--- src/core/bsbe_consts.svh ---
/*
  constants for the bit-set and relative-jump executor: opcode fields, phase codes, address map.
  assumes inclusion by bare name from the core files.
*/
`ifndef BSBE_CONSTS_SVH
`define BSBE_CONSTS_SVH
`define BSBE_OPC_SET_BIT 4'h8
`define BSBE_OPC_JUMP 5'h1a
`define BSBE_OPC_HI 15
`define BSBE_OPC_LO 12
`define BSBE_JOPC_LO 11
`define BSBE_BIT_HI 11
`define BSBE_BIT_LO 9
`define BSBE_BANK_BIT 8
`define BSBE_OFS_HI 10
`define BSBE_IDX_LIMIT 8'h5f
`define BSBE_ACC_LOW_LIMIT 8'h5f
`define BSBE_ACC_HIGH_BANK 4'hf
`define BSBE_PC_RESET 21'h000000
`define BSBE_PH_Q1 2'h0
`define BSBE_PH_Q2 2'h1
`define BSBE_PH_Q3 2'h2
`define BSBE_PH_Q4 2'h3
`endif

--- src/core/bsbe_pkg.sv ---
/*
  types for the bit-set and relative-jump executor.
  assumes bsbe_consts.svh is available.
*/
package bsbe_pkg;
  typedef enum logic [1:0] {BSBE_IDLE, BSBE_SET, BSBE_JUMP, BSBE_DEAD} bsbe_state_t;
  typedef enum logic [1:0] {BSBE_MODE_ACCESS, BSBE_MODE_BANKED, BSBE_MODE_INDEXED} bsbe_amode_t;
endpackage : bsbe_pkg

--- src/core/bsbe_addr_gen.sv ---
/*
  data-memory address generator for the bit-set path.
  assumes index base is a valid 12-bit pointer supplied by the core.
*/
`timescale 1ns/1ps
`default_nettype none
`include "bsbe_consts.svh"
module bsbe_addr_gen (
  input wire logic [7:0] reg_addr, // register operand
  input wire logic bank_bit, // bank operand
  input wire logic ext_set_en, // extended instruction set on
  input wire logic [3:0] bank_selector_reg, // bank select contents
  input wire logic [11:0] index_base, // pointer for indexed literal offset
  output logic [11:0] mem_addr, // resolved data address
  output bsbe_pkg::bsbe_amode_t amode // chosen addressing mode
);
  // mode choice and address forming
  always_comb begin
    if (!bank_bit && ext_set_en && reg_addr <= `BSBE_IDX_LIMIT) begin
      amode = bsbe_pkg::BSBE_MODE_INDEXED;
      mem_addr = index_base + {4'h0, reg_addr};
    end else if (!bank_bit) begin
      amode = bsbe_pkg::BSBE_MODE_ACCESS;
      // access addresses up to 5f map to bank 0, 60 and above to the sfr bank (f)
      mem_addr = (reg_addr <= `BSBE_ACC_LOW_LIMIT) ? {4'h0, reg_addr} : {`BSBE_ACC_HIGH_BANK, reg_addr};
    end else begin
      amode = bsbe_pkg::BSBE_MODE_BANKED;
      mem_addr = {bank_selector_reg, reg_addr};
    end
  end
endmodule : bsbe_addr_gen
`default_nettype wire

--- src/core/bsbe_exec.sv ---
/*
  executor for the single-bit set and unconditional relative jump of an 8-bit core.
  assumes instr/instr_valid come from the decode stage, phase counts q1..q4 synchronous to clk_sys,
  and data memory answers rd_data combinationally for the address driven in q2.
*/
`timescale 1ns/1ps
`default_nettype none
`include "bsbe_consts.svh"
module bsbe_exec (
  input wire logic clk_sys, // core clock
  input wire logic reset_n, // async reset, low active
  input wire logic [1:0] phase, // q1..q4 phase code
  input wire logic [15:0] instr, // fetched instruction word
  input wire logic instr_valid, // instr present at q1
  input wire logic ext_set_en, // extended instruction set
  input wire logic [3:0] bank_selector_reg, // bank select contents
  input wire logic [11:0] index_base, // indexed mode base pointer
  input wire logic [20:0] pc_in, // incremented program counter
  input wire logic [7:0] rd_data, // data memory read value
  output logic [11:0] mem_addr, // data memory address
  output logic rd_en, // read strobe in q2
  output logic wr_en, // write strobe in q4
  output logic [7:0] wr_data, // value written back
  output logic pc_load, // pc write strobe in q4
  output logic [20:0] pc_out, // new program counter
  output logic busy, // second cycle of jump
  output logic [1:0] amode_out // addressing mode used
);
  bsbe_pkg::bsbe_state_t state_reg, state_next;
  logic [15:0] ir_reg, ir_next;
  logic [7:0] data_reg, data_next;
  logic [11:0] addr_reg, addr_next;
  logic [20:0] pc_reg, pc_next;
  logic [1:0] amode_reg, amode_next;
  logic [11:0] gen_addr;
  bsbe_pkg::bsbe_amode_t gen_mode;

  // decode helpers
  function automatic logic is_set_bit(input logic [15:0] w);
    is_set_bit = (w[`BSBE_OPC_HI:`BSBE_OPC_LO] == `BSBE_OPC_SET_BIT);
  endfunction : is_set_bit

  function automatic logic is_jump(input logic [15:0] w);
    is_jump = (w[`BSBE_OPC_HI:`BSBE_JOPC_LO] == `BSBE_OPC_JUMP);
  endfunction : is_jump

  function automatic logic [7:0] bit_mask(input logic [2:0] idx);
    bit_mask = 8'h01 << idx;
  endfunction : bit_mask

  // address resolution for the latched operand
  bsbe_addr_gen u_addr (
    .reg_addr(ir_reg[7:0]),
    .bank_bit(ir_reg[`BSBE_BANK_BIT]),
    .ext_set_en(ext_set_en),
    .bank_selector_reg(bank_selector_reg),
    .index_base(index_base),
    .mem_addr(gen_addr),
    .amode(gen_mode)
  );

  // next-state logic across the four phases
  always_comb begin
    state_next = state_reg;
    ir_next = ir_reg;
    data_next = data_reg;
    addr_next = addr_reg;
    pc_next = pc_reg;
    amode_next = amode_reg;
    unique case (state_reg)
      bsbe_pkg::BSBE_IDLE: begin
        if (phase == `BSBE_PH_Q1 && instr_valid) begin
          ir_next = instr;
          if (is_set_bit(instr)) begin
            state_next = bsbe_pkg::BSBE_SET;
          end else if (is_jump(instr)) begin
            state_next = bsbe_pkg::BSBE_JUMP;
          end
        end
      end
      bsbe_pkg::BSBE_SET: begin
        if (phase == `BSBE_PH_Q2) begin
          addr_next = gen_addr;
          amode_next = gen_mode;
        end
        if (phase == `BSBE_PH_Q3) begin
          data_next = rd_data | bit_mask(ir_reg[`BSBE_BIT_HI:`BSBE_BIT_LO]);
        end
        if (phase == `BSBE_PH_Q4) begin
          state_next = bsbe_pkg::BSBE_IDLE;
        end
      end
      bsbe_pkg::BSBE_JUMP: begin
        if (phase == `BSBE_PH_Q3) begin
          // sign-extend the 11-bit offset, doubled; status flags untouched
          pc_next = pc_in + {{9{ir_reg[`BSBE_OFS_HI]}}, ir_reg[`BSBE_OFS_HI:0], 1'b0};
        end
        if (phase == `BSBE_PH_Q4) begin
          state_next = bsbe_pkg::BSBE_DEAD;
        end
      end
      bsbe_pkg::BSBE_DEAD: begin
        // idle cycle: no strobes in any phase; back to idle at q4
        if (phase == `BSBE_PH_Q4) begin
          state_next = bsbe_pkg::BSBE_IDLE;
        end
      end
      default: begin
        state_next = bsbe_pkg::BSBE_IDLE;
      end
    endcase
  end

  // state registers
  always_ff @(posedge clk_sys or negedge reset_n) begin
    if (!reset_n) begin
      state_reg <= bsbe_pkg::BSBE_IDLE;
      ir_reg <= 16'h0000;
      data_reg <= 8'h00;
      addr_reg <= 12'h000;
      pc_reg <= `BSBE_PC_RESET;
      amode_reg <= 2'h0;
    end else begin
      state_reg <= state_next;
      ir_reg <= ir_next;
      data_reg <= data_next;
      addr_reg <= addr_next;
      pc_reg <= pc_next;
      amode_reg <= amode_next;
    end
  end

  // strobes and data outputs
  assign rd_en = (state_reg == bsbe_pkg::BSBE_SET) && (phase == `BSBE_PH_Q2);
  assign wr_en = (state_reg == bsbe_pkg::BSBE_SET) && (phase == `BSBE_PH_Q4);
  assign pc_load = (state_reg == bsbe_pkg::BSBE_JUMP) && (phase == `BSBE_PH_Q4);
  assign busy = (state_reg == bsbe_pkg::BSBE_DEAD);
  assign mem_addr = (phase == `BSBE_PH_Q2) ? gen_addr : addr_reg;
  assign wr_data = data_reg;
  assign pc_out = pc_reg;
  assign amode_out = amode_reg;
endmodule : bsbe_exec
`default_nettype wire

--- config.mk ---
export PLATFORM = sky130hd
export DESIGN_NAME = bsbe_exec
export DESIGN_NICKNAME = d
export VERILOG_FILES = /design/src/core/bsbe_pkg.sv /design/src/core/bsbe_addr_gen.sv /design/src/core/bsbe_exec.sv
export VERILOG_INCLUDE_DIRS = /design/src /design/src/core
export SDC_FILE = /design/constraint.sdc
export NUM_CORES = 1
export LEC_CHECK = 0
export BUFFER_PORTS_ARGS = -buffer_cell sky130_fd_sc_hd__buf_4
export CAP_MARGIN = 15
export CORE_MARGIN = 3
export CORE_UTILIZATION = 53
export DETAILED_ROUTE_END_ITERATION = 6
export GPL_TIMING_DRIVEN = 0
export PLACE_DENSITY_LB_ADDON = 0.05
export SYNTH_ARGS = -nofsm -noshare
export SYNTH_HDL_FRONTEND = slang
export SYNTH_SLANG_ARGS = --single-unit
--- constraint.sdc ---
create_clock -name clk_sys -period 2.98 [get_ports clk_sys]
set_clock_uncertainty 0.15 [all_clocks]
set_input_delay 0.447 -clock clk_sys [delete_from_list [all_inputs] [get_ports clk_sys]]
set_output_delay 0.447 -clock clk_sys [all_outputs]
set_load 0.05 [all_outputs]
# --- Word level (Yosys, flattened, before mapping) ---
# Index checks and enable logic that the tools add are counted.
totals:
  out_inout_bits: 47
  register_bits: 57
  elab_cells: 50
  ram_bits: 0
  romBits: 0
  n_memories: 0
  latch_bits: 0
  input_bits: 67
op_classes:
  multipliers: 0
  n_addsub: 2
  reduce_logical: 15
  n_shift: 1
  magnitude_cmp: 1
  n_eq_ne: 12
  mux: 12
  bitwise: 1
  div_mod_pow: 0
ops:
  columns: ["operator", "count"]
  rows:
  - ["12-bit two-way mux", 4]
  - ["21-bit adder", 1]
  - ["12-bit by 8-bit adder with 12-bit output", 1]
  - ["2-bit two-way mux", 6]
  - ["2-bit == test, second input constant", 4]
  - ["8-bit by 7-bit <= comparator with 1-bit output, second input constant", 1]
  - ["8-bit bitwise OR", 1]
  - ["2-bit AND reduction", 4]
  - ["1-bit by 3-bit left shift with 8-bit output, first input constant", 1]
  - ["1-bit logical AND", 6]
  - ["2-bit case mux with 3 select lines", 1]
  - ["5-bit == test, second input constant", 1]
  - ["2-bit by 1-bit == test with 1-bit output, second input constant", 2]
  - ["4-bit == test, second input constant", 1]
  - ["2-bit zero test", 2]
  - ["2-bit inequality test, second input constant", 2]
  - ["4-bit AND reduction", 1]
  - ["3-bit inequality test, second input constant", 1]
  - ["2-bit by 1-bit inequality test with 1-bit output, second input constant", 1]
  - ["2-bit OR reduction", 1]
  - ["1-bit zero test", 1]
  - ["1-bit two-way mux", 1]

# --- Logic depth before layout (Yosys ltp) ---
logic_depth:
  ltp_word: 5
  ltp_mapped: 9
  depth_no_buf: 9

# --- Cells and area by module ---
# Synthesis repeated with hierarchy kept, for this count alone.
hier_totals:
  cells_unflattened: 423
  area_unflattened_um2: 4003.8
modules_own_cells:
  columns: ["module", "seq_area_each_um2", "cells_per_inst", "n_inst", "area_per_inst_um2"]
  rows:
  - ["bsbe_exec", 1426.4, 342, 1, 3415.8]
  - ["bsbe_addr_gen", 0.0, 81, 1, 588.1]

# --- Worst setup path before layout ---
# Ideal clock, no wire load.
synth_path:
  path_kind: "input to output"
  start: "input port index_base[0]"
  end: "output port mem_addr[10]"
  n_path_buf: 0
  arrival_ps: 3137
  setup_slack_ps: -754
  required_time_ps: 2383
  path_stages: 9
  path_cell_list: "ha_1 inv_1 fa_1 nand2b_1 a21oi_1 o21ai_1 a2111oi_2 mux2i_1 a211oi_1"
synth_between:
  elab_chain_len: 3
synth_rtl:
  columns: ["element", "line", "rtl"]
  rows:
  - ["from (decl)", "bsbe_exec.sv:17", "input wire logic [11:0] index_base,"]
  - ["12-bit by 8-bit adder with 12-bit output", "bsbe_addr_gen.sv:21", "mem_addr = index_base + {4'h0, reg_addr};"]
  - ["12-bit two-way mux", "bsbe_addr_gen.sv:19", "if (!bank_bit && ext_set_en && reg_addr <= `BSBE_IDX_LIMIT) begin"]
  - ["12-bit two-way mux", null, null]
  - ["to (decl)", "bsbe_exec.sv:20", "output logic [11:0] mem_addr,"]
# Every way passes these cells.

# --- Final worst setup path ---
layout_path:
  start: "register ir_reg[0]"
  end: "output port mem_addr[8]"
layout_between:
  elab_chain_len: 5
  elab_cells_between_ends: 7
  classes_between: "add/sub (1); order compare (1); mux (4); reduce/logical (1)"
layout_rtl:
  columns: ["element", "line", "rtl"]
  rows:
  - ["from (decl)", "bsbe_exec.sv:30", "logic [15:0] ir_reg, ir_next;"]
  - ["from (signal assigned)", "bsbe_exec.sv:125", "ir_reg <= ir_next;"]
  - ["8-bit by 7-bit <= comparator with 1-bit output (no source line)", null, null]
  - ["12-bit two-way mux", "bsbe_addr_gen.sv:25", "mem_addr = (reg_addr <= `BSBE_ACC_LOW_LIMIT) ? {4'h0, reg_addr} : {`BSBE_ACC_HIGH_BANK, reg_addr};"]
  - ["12-bit two-way mux", "bsbe_addr_gen.sv:22", "end else if (!bank_bit) begin"]
  - ["12-bit two-way mux *", "bsbe_addr_gen.sv:19", null]
  - ["12-bit two-way mux *", null, null]
# Every way passes the cells marked *; elsewhere a longest branch is shown, timed or not.

==> flow_metrics.tcl <==
set metrics [dict create \
    cts_root_buffer "clkbuf_8" \
    cpLargestDelayFamily "compound AO/OA/AOI/OAI gates" \
    synth.avg_cell_area_um2 8.51 \
    drt-total-wl_um 11700 \
    cp_num_buf_inv 3 \
    cp.arrival_ns 2.79 \
    outcome "finished, violations left" \
    synth.distinct_cells 50 \
    coreArea_mm2 0.00698 \
    syn-num-nets 558 \
    vias 4084 \
    syn_to_final_growth_pct 37.4 \
    hpwl_um 8390 \
    grt_pass1_wl_um 18400 \
    grt_overflow_total 0 \
    syn_inst 462 \
    grt_setup_unrepaired "yes" \
    dieHeight_um 92.1 \
    max_freq_mhz 295 \
    cts_sinks 57 \
    synth_top_cell_by_area "dfrtp_1" \
    post-route-period-util_pct 114 \
    fin_ws_ns -0.407 \
    crit_required_ns 2.38 \
    path_clk_slew_ns 0.07 \
    antenna_found_initial 0 \
    setup_viol 9 \
    synth-seq-cells 57 \
    yosysMostFrequentCell "nand2_1" \
    start_util_pct 56.3 \
    cts_tree "yes" \
    slowest_delay_ns 0.37 \
    power_mw 6.63 \
    drc 0 \
    r2r_end "pc_out[14]" \
    dieArea_mm2 0.00849 \
    powerDensity_mw_per_mm2 1230 \
    die_w_um 92.1 \
    initialDrtViolationCount 267 \
    r2r_cells 8 \
    wl_per_cell_um 16.7 \
    grt_max_degree 58 \
    vdd_drop_max_uv 936 \
    fin_util_pct 77.4 \
    async_reset_ff_share_pct 100 \
    numPortBuffers 113 \
    maxCapViolCount 0 \
    p_leak_nw 2.55 \
    place_area_mm2 0.00494 \
    synth_top_area_share_pct 36.3 \
    dr.pass1.iters 5 \
    tightest_slew_ns 0.745 \
    yosysWarnings 0 \
    hold_viol_final 0 \
    final_layout_size_suffix_gt1_share_pct 31.8 \
    hold_buffers 0 \
    vias_per_cell 5.83 \
    cp_common_cell "a21oi_4" \
    path_cells "ha_2 -> inv_1 -> fa_2 -> nand2b_4 -> a21oi_4 -> buf_4 -> o211ai_1 -> a2111oi_2 -> a31oi_1 -> a21oi_4 -> buf_6" \
    violations "setup timing" \
    worstSetupPathType "reg2out" \
    synth_commonest_cells "nand2_1, dfrtp_1, a21oi_1" \
    grt_pass1_vias 3901 \
    synth_area_mm2 0.00393 \
    yosysSeqAreaShare_pct 36.3 \
    clock_path_buffers 2 \
    worstSkewPairLatency_ns 0.35 \
    gp_congestion 0.907 \
    largest_reg_flops 21 \
    final.min_clock_period_ns 3.39 \
    rrSetupSlack_ns 0.08 \
    cts_buffers 9 \
    synth_edf_count 0 \
    worstPathMaxFanout 3 \
    synthTopCellsByArea "dfrtp_1, ha_1, nand2_1" \
    fin_nets 695 \
    ys.flop_type "dfrtp_1" \
    r2r_start "ir_reg[1]" \
    worst_setup_path_end_kind "output pin" \
    hp-class "in2async" \
    holdWs_ns 0.00173 \
    track_usage_pct 27.2 \
    rows 30 \
    antennaDiodeCount 0 \
    slew_headroom_pct 50.4 \
    drv_slew 0 \
    critPathLaunchType "flip-flop" \
    cp_slowest_cell "dfrtp_1" \
    htree_num_levels 3 \
    ios 114 \
    fin_area_mm2 0.00540 \
    ant_nets 0 \
]
## final cells by class
| type | instances | area (um^2) |
|---|---|---|
| plain buffers | 13 | 53.8 |
| clock buffers | 9 | 124 |
| clock inverters | 7 | 93.8 |
| fillers | 531 | 1580 |
| inverters | 16 | 60.1 |
| multi-input cells | 375 | 2540 |
| flip-flops and latches | 57 | 1430 |
| well taps | 96 | 120 |
| repair buffers | 127 | 983 |
## cells by family (layout without fill, tap and decap cells)
kind of cell    count (synthesis)  count (layout)  synth area share, %
compound gates                149             149                 24.3
fa+ha+maj                      29              29                 9.61
xor+xnor                       17              17                 3.79
buf+inv                        30             172                 2.93
flops                          57              57                 36.3
mux                            14              14                 3.82
simple gates                  166             166                 19.2
## routing by layer
layer  vias up  wire (um)  GRT usage, %
met5         -          0             0
met4         0        305          11.5
met3        27        809          5.50
met2       163       5670          44.2
met1      1944       4880          35.3
li1       1950          -             -
## per-stage QoR
stage	cells	setup WS [ns]	setup TNS (ns)
CTS	691	-0.308	-1.16
finish	700	-0.407	-1.08
global route	700	-0.500	-2.16
detailed placement	671	-0.340	-0.624
global placement	671	-0.347	-0.647
floorplan	462	-0.129	-0.129
## worst max path at each step
stage	from	end	slack, ns	cells after the start
after floorplan	index_base[0]	mem_addr[10]	-0.13	9
final	ir_reg[0]	mem_addr[8]	-0.41	11
after global placement	index_base[0]	mem_addr[10]	-0.35	11
after CTS	ir_reg[0]	mem_addr[10]	-0.31	10
after global routing	ir_reg[0]	mem_addr[8]	-0.50	11
after detailed placement	index_base[0]	mem_addr[10]	-0.34	11
## cell usage in the layout (no fill, tap or decap), types with 8 or more instances in the layout
cell type  count
buf_6          8
dfrtp_1       56
ha_1          22
nand3_1        9
a31oi_1       12
buf_4        119
a21o_1        11
o21ai_0       25
a21oi_1       38
mux2_2         8
o21ai_1       15
clkbuf_8       9
nor2_1        31
nor3_1        11
xnor2_1        8
nand2_1       76
xor2_1         9
clkbuf_1       9
inv_1         14
## report_power, final
| part | switching, mW | internal, mW |
|---|---|---|
| Clock | 0.350 | 0.470 |
| Combinational | 2.73 | 1.59 |
| Sequential | 0.340 | 1.15 |
| Total | 3.42 | 3.21 |
## what timing repair did
action | in CTS | in global routing
hold endpoints to repair | 0 | 0
resized for setup | 14 | 28
pin swaps | 3 | 10
setup buffers | 4 | 10
setup endpoints to repair | 8 | 14
Note: power is estimated with default switching activity, not from simulation.
